### src/core/irx_pkg.sv
/*
 * Shared constants and carrier types for the indexed register access block.
 * Assumes a single clock domain shared with the host I/O cycle decoder.
 */
package irx_pkg;

  // ************************************************************
  // Host I/O window layout
  // ************************************************************
  localparam logic [31:0] IRX_SEL_OFF = 32'h0000_0000;
  localparam logic [31:0] IRX_DATA_OFF = 32'h0000_0001;
  localparam logic [31:0] IRX_BAR_MASK = 32'hFFFF_FFFC;
  localparam logic [31:0] IRX_BAR_RST = 32'h0000_0000;
  localparam logic [1:0] IRX_BAR_LOW_BITS = 2'h1;

  // ************************************************************
  // Selector byte fields
  // ************************************************************
  localparam int IRX_REG_W = 6;
  localparam int IRX_SLOT_BIT = 6;
  localparam int IRX_IDX_W = 7;
  localparam int IRX_NUM_SLOT = 2;
  localparam int IRX_SPACE = 256;
  localparam int IRX_PER_SLOT = 64;
  localparam logic [7:0] IRX_SEL_RST = 8'h00;

  // ************************************************************
  // Register map landmarks within one slot
  // ************************************************************
  localparam logic [5:0] IRX_SH_REV = 6'h00;
  localparam logic [5:0] IRX_SH_MISC2 = 6'h1E;
  localparam logic [5:0] IRX_SH_INFO = 6'h1F;
  localparam logic [5:0] IRX_DEVCTL_LO = 6'h01;
  localparam logic [5:0] IRX_DEVCTL_HI = 6'h07;
  localparam logic [5:0] IRX_IOWIN_LO = 6'h08;
  localparam logic [5:0] IRX_IOWIN_HI = 6'h0F;
  localparam logic [5:0] IRX_MEMWIN0 = 6'h10;
  localparam logic [5:0] IRX_MEMWIN1 = 6'h18;
  localparam logic [5:0] IRX_MEMWIN2 = 6'h20;
  localparam logic [5:0] IRX_MEMWIN3 = 6'h28;
  localparam logic [5:0] IRX_MEMWIN_BYTES = 6'h06;
  localparam logic [5:0] IRX_IOWIN_BYTES = 6'h04;

  typedef enum logic [2:0] {
    IRX_RGN_SHARED,
    IRX_RGN_DEVCTL,
    IRX_RGN_IOWIN,
    IRX_RGN_MEMWIN,
    IRX_RGN_OTHER
  } irx_region_t;

  typedef struct packed {
    logic [31:0] addr;
    logic rd;
    logic wr;
    logic [7:0] wdata;
  } irx_io_req_t;

  typedef struct packed {
    logic wr;
    logic [6:0] idx;
    logic [7:0] data;
    irx_region_t region;
    logic [1:0] win;
    logic [2:0] byte_sel;
  } irx_wr_evt_t;

endpackage

### src/core/irx_regfile.sv
/*
 * Byte-wide register storage behind the selector, two slots of 64 bytes.
 * Assumes writes arrive as single-cycle strobes from the access front end.
 */
`timescale 1ns/1ns
`default_nettype none

module irx_regfile #(
  parameter logic [7:0] CHIP_REV = 8'h00 // Arbitrary default value.
) (
  input wire logic clk_sys_i, // System clock.
  input wire logic nrst_i, // Asynchronous reset, active low.
  input wire logic wr_i, // Write strobe.
  input wire logic [6:0] wr_idx_i, // Write index.
  input wire logic [7:0] wdata_i, // Write data.
  input wire logic [6:0] rd_idx_i, // Host read index.
  output logic [7:0] rdata_o, // Host read data.
  input wire logic [6:0] peek_idx_i, // Side read index.
  output logic [7:0] peek_o // Side read data.
);
  import irx_pkg::*;

  localparam int DEPTH = IRX_NUM_SLOT * IRX_PER_SLOT;

  logic [7:0] mem [DEPTH];
  logic [6:0] wr_phys;

  // Shared registers fold slot B onto the slot A copy.
  function automatic logic [6:0] phys(input logic [6:0] idx);
    logic [5:0] r;
    r = idx[5:0];
    if (r == IRX_SH_REV || r == IRX_SH_MISC2 || r == IRX_SH_INFO) begin
      phys = {1'b0, r};
    end else begin
      phys = idx;
    end
  endfunction

  function automatic logic [7:0] look(input logic [6:0] idx);
    logic [6:0] p;
    p = phys(idx);
    if (p == {1'b0, IRX_SH_REV}) begin
      look = CHIP_REV;
    end else begin
      look = mem[p];
    end
  endfunction

  always_comb begin
    wr_phys = phys(wr_idx_i);
  end

  // ************************************************************
  // Storage, one flip-flop byte per location
  // ************************************************************
  genvar g;
  generate
    for (g = 0; g < DEPTH; g++) begin : g_loc
      logic [7:0] next_byte;
      always_comb begin
        next_byte = mem[g];
        if (wr_i && wr_phys == 7'(g) && wr_phys != {1'b0, IRX_SH_REV}) begin
          next_byte = wdata_i;
        end
      end
      always_ff @(posedge clk_sys_i or negedge nrst_i) begin
        if (!nrst_i) begin
          mem[g] <= 8'h00;
        end else begin
          mem[g] <= next_byte;
        end
      end
    end
  endgenerate

  always_comb begin
    rdata_o = look(rd_idx_i);
    peek_o = look(peek_idx_i);
  end

endmodule

`default_nettype wire

### src/core/irx_top.sv
/*
 * Indexed register access front end: selector and data bytes in host I/O
 * space, base address register, and per-slot register map decode.
 * Assumes host I/O strobes are single-cycle and synchronous to clk_sys_i.
 */
`timescale 1ns/1ns
`default_nettype none

module irx_top #(
  parameter logic [7:0] CHIP_REV = 8'h00 // Arbitrary default value.
) (
  input wire logic clk_sys_i, // System clock, 25 MHz.
  input wire logic nrst_i, // Asynchronous reset, active low.
  input wire logic cfg_bar_wr_i, // Base address register write strobe.
  input wire logic [31:0] cfg_bar_wdata_i, // Base address write data.
  output logic [31:0] cfg_bar_rdata_o, // Base address readback.
  input wire irx_pkg::irx_io_req_t io_req_i, // Host I/O cycle.
  output logic io_ack_o, // Access hit, pulse.
  output logic [7:0] io_rdata_o, // Host read data.
  output logic [7:0] sel_o, // Selector byte contents.
  output irx_pkg::irx_wr_evt_t wr_evt_o, // Decoded register write.
  input wire logic [6:0] peek_idx_i, // Side read index.
  output logic [7:0] peek_data_o // Side read data.
);
  import irx_pkg::*;

  // ************************************************************
  // Address decode
  // ************************************************************
  logic [31:0] bar;
  logic [31:0] next_bar;
  logic [31:0] base;
  logic hit_sel;
  logic hit_data;

  // Only the two low bytes of the aligned double word decode; the other two
  // are left unclaimed so that another agent on the bus may own them.
  always_comb begin
    base = bar & IRX_BAR_MASK;
    hit_sel = io_req_i.addr == base + IRX_SEL_OFF;
    hit_data = io_req_i.addr == base + IRX_DATA_OFF;
    next_bar = bar;
    if (cfg_bar_wr_i) begin
      next_bar = cfg_bar_wdata_i & IRX_BAR_MASK;
    end
  end

  always_ff @(posedge clk_sys_i or negedge nrst_i) begin
    if (!nrst_i) begin
      bar <= IRX_BAR_RST;
    end else begin
      bar <= next_bar;
    end
  end

  // Low bits are constants so software sees an I/O-space window.
  always_comb begin
    cfg_bar_rdata_o = {bar[31:2], IRX_BAR_LOW_BITS};
  end

  // ************************************************************
  // Selector byte
  // ************************************************************
  logic [6:0] sel;
  logic [6:0] next_sel;

  // Only a selector write changes it; data accesses leave it alone, so
  // software must rewrite it before touching a different register.
  always_comb begin
    next_sel = sel;
    if (io_req_i.wr && hit_sel) begin
      next_sel = io_req_i.wdata[IRX_IDX_W-1:0];
    end
  end

  always_ff @(posedge clk_sys_i or negedge nrst_i) begin
    if (!nrst_i) begin
      sel <= IRX_SEL_RST[IRX_IDX_W-1:0];
    end else begin
      sel <= next_sel;
    end
  end

  // The top selector bit is reserved; it is not stored and reads zero, so
  // the upper half of the 256-entry space is never reached.
  always_comb begin
    sel_o = {1'b0, sel};
  end

  // ************************************************************
  // Region classification of the selected register
  // ************************************************************
  function automatic logic in_win(input logic [5:0] r, input logic [5:0] b,
                                  input logic [5:0] n);
    in_win = (r >= b) && (r < b + n);
  endfunction

  irx_region_t region;
  logic [1:0] win;
  logic [2:0] byte_sel;
  logic [5:0] reg_no;

  // Only the low six bits are classified, so both slots share one map and
  // the slot bit travels separately in the write event.
  always_comb begin
    reg_no = sel[IRX_REG_W-1:0];
    region = IRX_RGN_OTHER;
    win = 2'd0;
    byte_sel = 3'd0;
    if (reg_no == IRX_SH_REV || reg_no == IRX_SH_MISC2 ||
        reg_no == IRX_SH_INFO) begin
      region = IRX_RGN_SHARED;
    end else if (reg_no >= IRX_DEVCTL_LO && reg_no <= IRX_DEVCTL_HI) begin
      region = IRX_RGN_DEVCTL;
      byte_sel = 3'(reg_no - IRX_DEVCTL_LO);
    end else if (reg_no >= IRX_IOWIN_LO && reg_no <= IRX_IOWIN_HI) begin
      region = IRX_RGN_IOWIN;
      win = 2'((reg_no - IRX_IOWIN_LO) / IRX_IOWIN_BYTES);
      byte_sel = 3'((reg_no - IRX_IOWIN_LO) % IRX_IOWIN_BYTES);
    end else if (in_win(reg_no, IRX_MEMWIN0, IRX_MEMWIN_BYTES)) begin
      region = IRX_RGN_MEMWIN;
      win = 2'd0;
      byte_sel = 3'(reg_no - IRX_MEMWIN0);
    end else if (in_win(reg_no, IRX_MEMWIN1, IRX_MEMWIN_BYTES)) begin
      region = IRX_RGN_MEMWIN;
      win = 2'd1;
      byte_sel = 3'(reg_no - IRX_MEMWIN1);
    end else if (in_win(reg_no, IRX_MEMWIN2, IRX_MEMWIN_BYTES)) begin
      region = IRX_RGN_MEMWIN;
      win = 2'd2;
      byte_sel = 3'(reg_no - IRX_MEMWIN2);
    end else if (in_win(reg_no, IRX_MEMWIN3, IRX_MEMWIN_BYTES)) begin
      region = IRX_RGN_MEMWIN;
      win = 2'd3;
      byte_sel = 3'(reg_no - IRX_MEMWIN3);
    end
  end

  // ************************************************************
  // Data byte access
  // ************************************************************
  logic data_wr;
  logic [7:0] rf_rdata;
  logic [7:0] rf_peek;

  always_comb begin
    data_wr = io_req_i.wr && hit_data;
  end

  // Read and write both index storage with the stored selector, so a data
  // access always lands on the register chosen by the last selector write.
  irx_regfile #(
    .CHIP_REV(CHIP_REV)
  ) u_regfile (
    .clk_sys_i(clk_sys_i),
    .nrst_i(nrst_i),
    .wr_i(data_wr),
    .wr_idx_i(sel),
    .wdata_i(io_req_i.wdata),
    .rd_idx_i(sel),
    .rdata_o(rf_rdata),
    .peek_idx_i(peek_idx_i),
    .peek_o(rf_peek)
  );

  logic next_ack;
  logic [7:0] next_rdata;
  irx_wr_evt_t next_evt;

  // Reads of the data byte have no side effects here; a register whose read
  // clears status would need a read strobe, which this block does not offer.
  always_comb begin
    next_ack = (io_req_i.rd || io_req_i.wr) && (hit_sel || hit_data);
    next_rdata = io_rdata_o;
    if (io_req_i.rd && hit_sel) begin
      next_rdata = {1'b0, sel};
    end else if (io_req_i.rd && hit_data) begin
      next_rdata = rf_rdata;
    end
    next_evt.wr = data_wr;
    next_evt.idx = sel;
    next_evt.data = io_req_i.wdata;
    next_evt.region = region;
    next_evt.win = win;
    next_evt.byte_sel = byte_sel;
  end

  // The answer is registered so the host sees it exactly one cycle after the
  // request, whatever the decode depth in front of it.
  // The side read port costs a second read mux but lets a neighbour watch a
  // register without disturbing the host's selector.
  always_ff @(posedge clk_sys_i or negedge nrst_i) begin
    if (!nrst_i) begin
      io_ack_o <= 1'b0;
      io_rdata_o <= 8'h00;
      wr_evt_o <= '0;
      peek_data_o <= 8'h00;
    end else begin
      io_ack_o <= next_ack;
      io_rdata_o <= next_rdata;
      wr_evt_o <= next_evt;
      peek_data_o <= rf_peek;
    end
  end

endmodule

`default_nettype wire

### config.mk
export PLATFORM = sky130hd
export DESIGN_NAME = irx_top
export DESIGN_NICKNAME = d
export VERILOG_FILES = /design/src/core/irx_pkg.sv /design/src/core/irx_regfile.sv /design/src/core/irx_top.sv
export SDC_FILE = /design/constraint.sdc
export NUM_CORES = 2
export LEC_CHECK = 0
export ABC_AREA = 0
export BUFFER_PORTS_ARGS = -buffer_cell sky130_fd_sc_hd__buf_2
export CORE_MARGIN = 2
export CORE_UTILIZATION = 25
export CTS_CLUSTER_DIAMETER = 80
export DETAILED_ROUTE_END_ITERATION = 7
export PLACE_DENSITY = 0.49
export SYNTH_ARGS = -nofsm -noshare
export SYNTH_HDL_FRONTEND = slang
export SYNTH_HIERARCHICAL = 1
export SYNTH_SLANG_ARGS = --single-unit
### constraint.sdc
create_clock -name clk_sys_i -period 3.2 [get_ports clk_sys_i]
set_input_delay 0.64 -clock clk_sys_i [delete_from_list [all_inputs] [get_ports clk_sys_i]]
set_output_delay 0.64 -clock clk_sys_i [all_outputs]
set_load 0.02 [all_outputs]
# After elaboration in Yosys (flattened, before gate mapping)
# Cells that the tools add are included.
word_totals:
  output_inout_bits: 81
  wordCells: 607
  register_bits: 1102
op_classes:
  n_reduce_logical: 279
  muxes: 33
  addsub: 7
  n_eq_ne: 133
  magnitude_cmp: 14
  n_bitwise: 2
op_table:
  columns: ["op", "count"]
  rows:
  - ["7-bit equality test (second input constant)", 64]
  - ["1-bit logical AND", 267]
  - ["7-bit by 6-bit equality test with 1-bit output (second input constant)", 32]
  - ["8-bit binary-select mux with 7-bit select", 2]
  - ["7-bit by 5-bit equality test with 1-bit output (second input constant)", 16]
  - ["32-bit equality test", 2]
  - ["8-bit 2-to-1 mux", 8]
  - ["7-bit by 4-bit equality test with 1-bit output (second input constant)", 8]
  - ["3-bit 2-to-1 mux", 14]
  - ["32-bit by 1-bit adder with 32-bit output (second input constant)", 1]
  - ["7-bit by 3-bit equality test with 1-bit output (second input constant)", 4]
  - ["6-bit by 5-bit equality test with 1-bit output (second input constant)", 4]
  - ["8-bit greater-or-equal comparator (second input constant)", 2]
  - ["7-bit NOT with 8-bit output", 2]
  - ["3-bit by 1-bit subtractor with 3-bit output (second input constant)", 5]
  - ["7-bit by 2-bit equality test with 1-bit output (second input constant)", 2]
  - ["7-bit logical NOT", 2]
  - ["2-bit 2-to-1 mux", 7]
  - ["7-bit 2-to-1 mux", 2]
  - ["6-bit by 5-bit greater-or-equal comparator with 1-bit output (second input constant)", 2]
  - ["6-bit greater-or-equal comparator (second input constant)", 2]
  - ["6-bit logical NOT", 2]
  - ["6-bit by 5-bit < comparator with 1-bit output (second input constant)", 2]
  - ["6-bit < comparator (second input constant)", 2]
  - ["9 further kinds", 14]

# Depth between registers and ports, before layout
logic_depth:
  ltp_word: 11
  ltp_mapped: 12

# By module
# The synthesis kept the hierarchy.
modules_own_cells:
  columns: ["mod", "cells_per_inst", "instances", "seq_area_each_um2", "area_each_um2"]
  rows:
  - ["irx_regfile", 3447, 1, 25624.6, 54683.7]
  - ["irx_top", 227, 1, 1951.9, 3211.8]

# Worst setup path after synthesis
# Ideal clock, no wire load.
synth_path:
  kind: "input to register"
  start: "input port io_req_i[24] in the netlist's numbering"
  end: "register u_regfile/mem[352] in the netlist's numbering"
  cell_stages: 8
  setup_time_ps: 125
  slack_ps: -134
  t_required_ps: 3075
  arrival_ps: 3209
  path_cell_list: "xor2_1 -> nor4_1 -> nand4_2 -> nor3_1 -> nor3b_1 -> nand3_1 -> nor2_2 -> mux2_2"
synth_between:
  elab_chain_len: 4
synth_rtl:
  columns: ["item", "line", "text"]
  rows:
  - ["start: declaration", "irx_top.sv:17", "input wire irx_pkg::irx_io_req_t io_req_i,"]
  - ["32-bit equality test", "irx_top.sv:41", "hit_data = io_req_i.addr == base + IRX_DATA_OFF;"]
  - ["1-bit logical AND", "irx_top.sv:147", "data_wr = io_req_i.wr && hit_data;"]
  - ["named net data_wr", "irx_top.sv:142", "logic data_wr;"]
  - ["1-bit logical AND (2 in a row)", "irx_regfile.sv:62", "if (wr_i && wr_phys == 7'(g) && wr_phys != {1'b0, IRX_SH_REV}) begin"]
  - ["end signal: indexed assignment", "irx_regfile.sv:70", "mem[g] <= next_byte;"]
  - ["end: declaration", "irx_regfile.sv:25", "logic [7:0] mem [DEPTH];"]
# The timed path passes the listed nets, and every way through them passes these cells.
# A chain may end at the register's enable or synchronous reset.

# Final worst setup path
layout_path:
  start: "register sel[0]"
  end: "register io_rdata_o[0]"
layout_between:
  elab_chain_len: 11
  elab_cells_between_ends: 14
layout_rtl:
  columns: ["item", "line", "text"]
  rows:
  - ["start: declaration", "irx_top.sv:64", "logic [6:0] sel;"]
  - ["start signal: assignment", "irx_top.sv:78", "sel <= IRX_SEL_RST[IRX_IDX_W-1:0];"]
  - ["start signal: assignment", "irx_top.sv:80", "sel <= next_sel;"]
  - ["6-bit by 5-bit equality test with 1-bit output or 6-bit logical NOT (tied branches)", "irx_regfile.sv:32", "if (r == IRX_SH_REV || r == IRX_SH_MISC2 || r == IRX_SH_INFO) begin"]
  - ["1-bit logical OR (2 in a row)", "irx_regfile.sv:32", null]
  - ["7-bit 2-to-1 mux *", "irx_regfile.sv:32", null]
  - ["7-bit NOT with 8-bit output (implied by the code)", "irx_regfile.sv:45", "look = mem[p];"]
  - ["8-bit binary-select mux with 7-bit select", "irx_regfile.sv:45", null]
  - ["8-bit 2-to-1 mux (implied by the code) (2 in a row)", "irx_regfile.sv:45", null]
  - ["8-bit 2-to-1 mux *", "irx_regfile.sv:42", "if (p == {1'b0, IRX_SH_REV}) begin"]
  - ["named net rf_rdata[0]", "irx_top.sv:143", "logic [7:0] rf_rdata;"]
  - ["8-bit 2-to-1 mux *", "irx_top.sv:177", "end else if (io_req_i.rd && hit_data) begin"]
  - ["8-bit 2-to-1 mux *", "irx_top.sv:175", "if (io_req_i.rd && hit_sel) begin"]
  - ["end signal: assignment", "irx_top.sv:200", "io_rdata_o <= next_rdata;"]
  - ["end: declaration", "irx_top.sv:19", "output logic [7:0] io_rdata_o,"]
# The timed path passes the listed nets; every way through them passes the cells marked *. The select of a mux whose other input is x is not followed.

==> qor.txt <==
Skew final: 0.0405 ns
Outcome: finished, violations left
Synth cell types: 59
Die height: 485 µm
WL final: 197,000 µm
CP Buf/Inv Count: 4
Dominant synthesized flop cell: dfrtp_1
Die Footprint: 235,000 µm²
Slew Limit Fails: 0
Crit Path Category: flop to flop
Clock Root Buffer: clkbuf_16
Initial Util: 0.252
Most common cell after layout, fill and taps aside: dfrtp_1
Final Worst Setup Slack: -0.229 ns
Relative slew margins: 0.360
Post-synth top area share: 0.476
Leak pwr: 31.9 nW
Reg2reg setup slack: -0.23 ns
Peak Freq: 292 MHz
#FFs+latches synth: 1,102
DRT Pass-1 Iters: 5
Register area share after synthesis: 0.476
Layout Nets: 4,240
Area contributors post-synth: dfrtp_1, mux4_2, mux2_2
# IOs: 165
Most frequent cells in the layout: dfrtp_1, mux2_2, mux4_2
Slowest stage cell on the critical path: mux4_2
RSZ-0062 raised after global routing: yes
Reg2Reg Depth: 11
Instance count of the mapped netlist: 3,674
Vias/cell: 5.06
Failing checks: negative setup slack
Share of cells above drive strength 1: 0.618
VDD IR-drop max: 0.490 mV
Path length in cells of the critical path: 11
Reg2reg start: sel[0]
Tmin final: 3.43 ns
WL per Instance: 27.0 µm
Final Setup Violations: 8
Via count: 36,900
TritonCTS buffer count: 136
GPL Wtd Cong: 0.859
EDFF count, synth: 0
Power density cells: 435 nW/µm²
Final hold violation count: 0
Tcrit/Tclk final: 1.07
Mapped Area: 57,900 µm²
Hold WS: 0.0777 ns
Startpoint Class: flop
# clock sinks: 1,102
Core footprint: 230,000 µm²
Clock buffer depth: 3
DRC: 0
CTS tree: done
Routed Antenna Nets: 0
Initial drt markers: 2,596
Clock-pin slew on the worst setup and hold paths: 0.06 ns
Total negative setup slack: -1.27 ns
Final Util: 0.312
Slew @ Worst Pin: 0.960 ns
Hold Path Class: input port to flop
Critical Path Sink: io_rdata_o[0]
Yosys warning total: 6
Largest net degree at the start of global routing: 100
H-tree levels: 4
MaxCap Viol Count: 0
Critical path arrival: 4.11 ns
CP required: 3.89 ns
Crit Path Max Fanout: 8
Vias in the first global route: 38,200
Row count: 176
GRT Util Overall: 0.167
Crit path largest cell delay: 0.59 ns
Area leader, netlist: dfrtp_1
Syn Area/Cell: 15.8 µm²
Area growth, synth to finish: 24.1%
Initial antenna violation count: 11
Family with the most delay on the worst path: multiplexers
Post-synth ARST share: 1.00
Port-buffer cells: 159
Clk_lat worst skew: 0.80 ns
CP startpoint: sel[0]
Hpwl dp: 139,000 µm
Total power: 31.2 mW
Reg-to-reg endpoint: io_rdata_o[0]
First-pass GRT wire length: 287,000 µm
Crit path cell chain: buf_12 -> buf_16 -> buf_12 -> mux4_2 -> mux4_2 -> o22ai_2 -> buf_6 -> o211ai_1 -> nand2_1 -> o21ai_2 -> mux2_2
Overflow after GRT: 0
Die W: 485 µm
Crit path capture type: flop
-- layer usage --
metal	track usage	up-vias	part of all wire
li1	-	15300	-
met1	0.234	20300	0.45
met2	0.262	1047	0.46
met3	0.0268	262	0.050
met4	0.0522	2	0.032
met5	0	-	0.000036
-- final cells by class --
cell class / count / area (µm²)
multi-input cells: 2214 / 29100
inverters: 16 / 60.1
diodes: 3 / 7.51
clock buffers: 198 / 3940
well taps: 3026 / 3790
fillers: 22500 / 158000
clock inverters: 46 / 563
repair buffers: 682 / 6820
flip-flops and latches: 1102 / 27600
-- what timing repair did --
item / in CTS / in global routing
resized for setup: 65 / 101
endpoints found under the setup margin: 822 / 832
pin swaps: 16 / 23
endpoints found under the hold margin: 15 / 0
hold buffers: 2 / 0
cloned: 6 / 0
setup buffers: 20 / 3
-- cells in the mapped netlist, types with 4 or more instances --
| cell type | instances |
|---|---|
| dfrtp_1 | 1102 |
| mux2_2 | 1055 |
| mux4_2 | 590 |
| clkbuf_1 | 216 |
| nor2_1 | 98 |
| nand2_1 | 62 |
| buf_2 | 58 |
| mux2i_1 | 55 |
| o22ai_1 | 35 |
| a21oi_1 | 33 |
| nand3_1 | 33 |
| xor2_1 | 31 |
| buf_1 | 29 |
| nor2b_1 | 29 |
| buf_4 | 28 |
| a22oi_1 | 19 |
| a211oi_1 | 16 |
| nand2b_1 | 16 |
| inv_1 | 15 |
| o21ai_0 | 13 |
| buf_6 | 12 |
| nor3_1 | 12 |
| nor4_1 | 11 |
| and2_1 | 10 |
| a221oi_1 | 8 |
| nor3b_1 | 8 |
| nor2_2 | 7 |
| or2_2 | 7 |
| a31oi_1 | 6 |
| nand3b_1 | 6 |
| nand4_1 | 6 |
| o211ai_1 | 6 |
| a2111oi_0 | 5 |
| ha_1 | 4 |
-- state kept, by name, indices dropped and copies added, names as in the netlist --
| name | cells |
|---|---|
| io_rdata_o | 8 |
| wr_evt_o | 24 |
| u_regfile/mem | 1024 |
| io_ack_o | 1 |
| peek_data_o | 8 |
| sel | 7 |
| bar | 30 |
-- stage by stage --
| step | setup slack (ns) | instance area [µm²] | instances |
|---|---|---|---|
| floorplan | -0.00360 | 57900 | 3675 |
| global placement | -0.556 | 66300 | 7011 |
| detailed placement | -0.530 | 66300 | 7011 |
| CTS | -0.198 | 71500 | 7283 |
| global route | -0.238 | 71900 | 7285 |
| finish | -0.229 | 71900 | 7287 |
-- cells by family after synthesis --
family                     after synthesis  synth area share
other                                    2          0.000130
buffers and inverters                  359            0.0279
muxes                                 1700             0.444
adders and majority gates                4          0.000864
DFF                                   1102             0.476
xor gates and xnor gates                31           0.00469
AOI/OAI and AO/OA                      154            0.0177
and+or+nand+nor                        322            0.0282
-- worst min path at each step --
stage	startpoint	end	cells past startpoint
after floorplan	nrst_i	bar[10]	0
after global placement	u_regfile/mem[264]	u_regfile/mem[264]	0
after detailed placement	u_regfile/mem[268]	u_regfile/mem[268]	0
after CTS	cfg_bar_wdata_i[9]	bar[9]	2
after global routing	cfg_bar_wdata_i[22]	bar[22]	2
final	cfg_bar_wdata_i[24]	bar[24]	2
-- power by group --
group	total, mW	internal (mW)	switching [mW]
clock network	15.6	9.18	6.43
logic	1.59	0.498	1.09
registers	14.0	14.0	0.0460
Note: power is estimated with default switching activity, not from simulation.
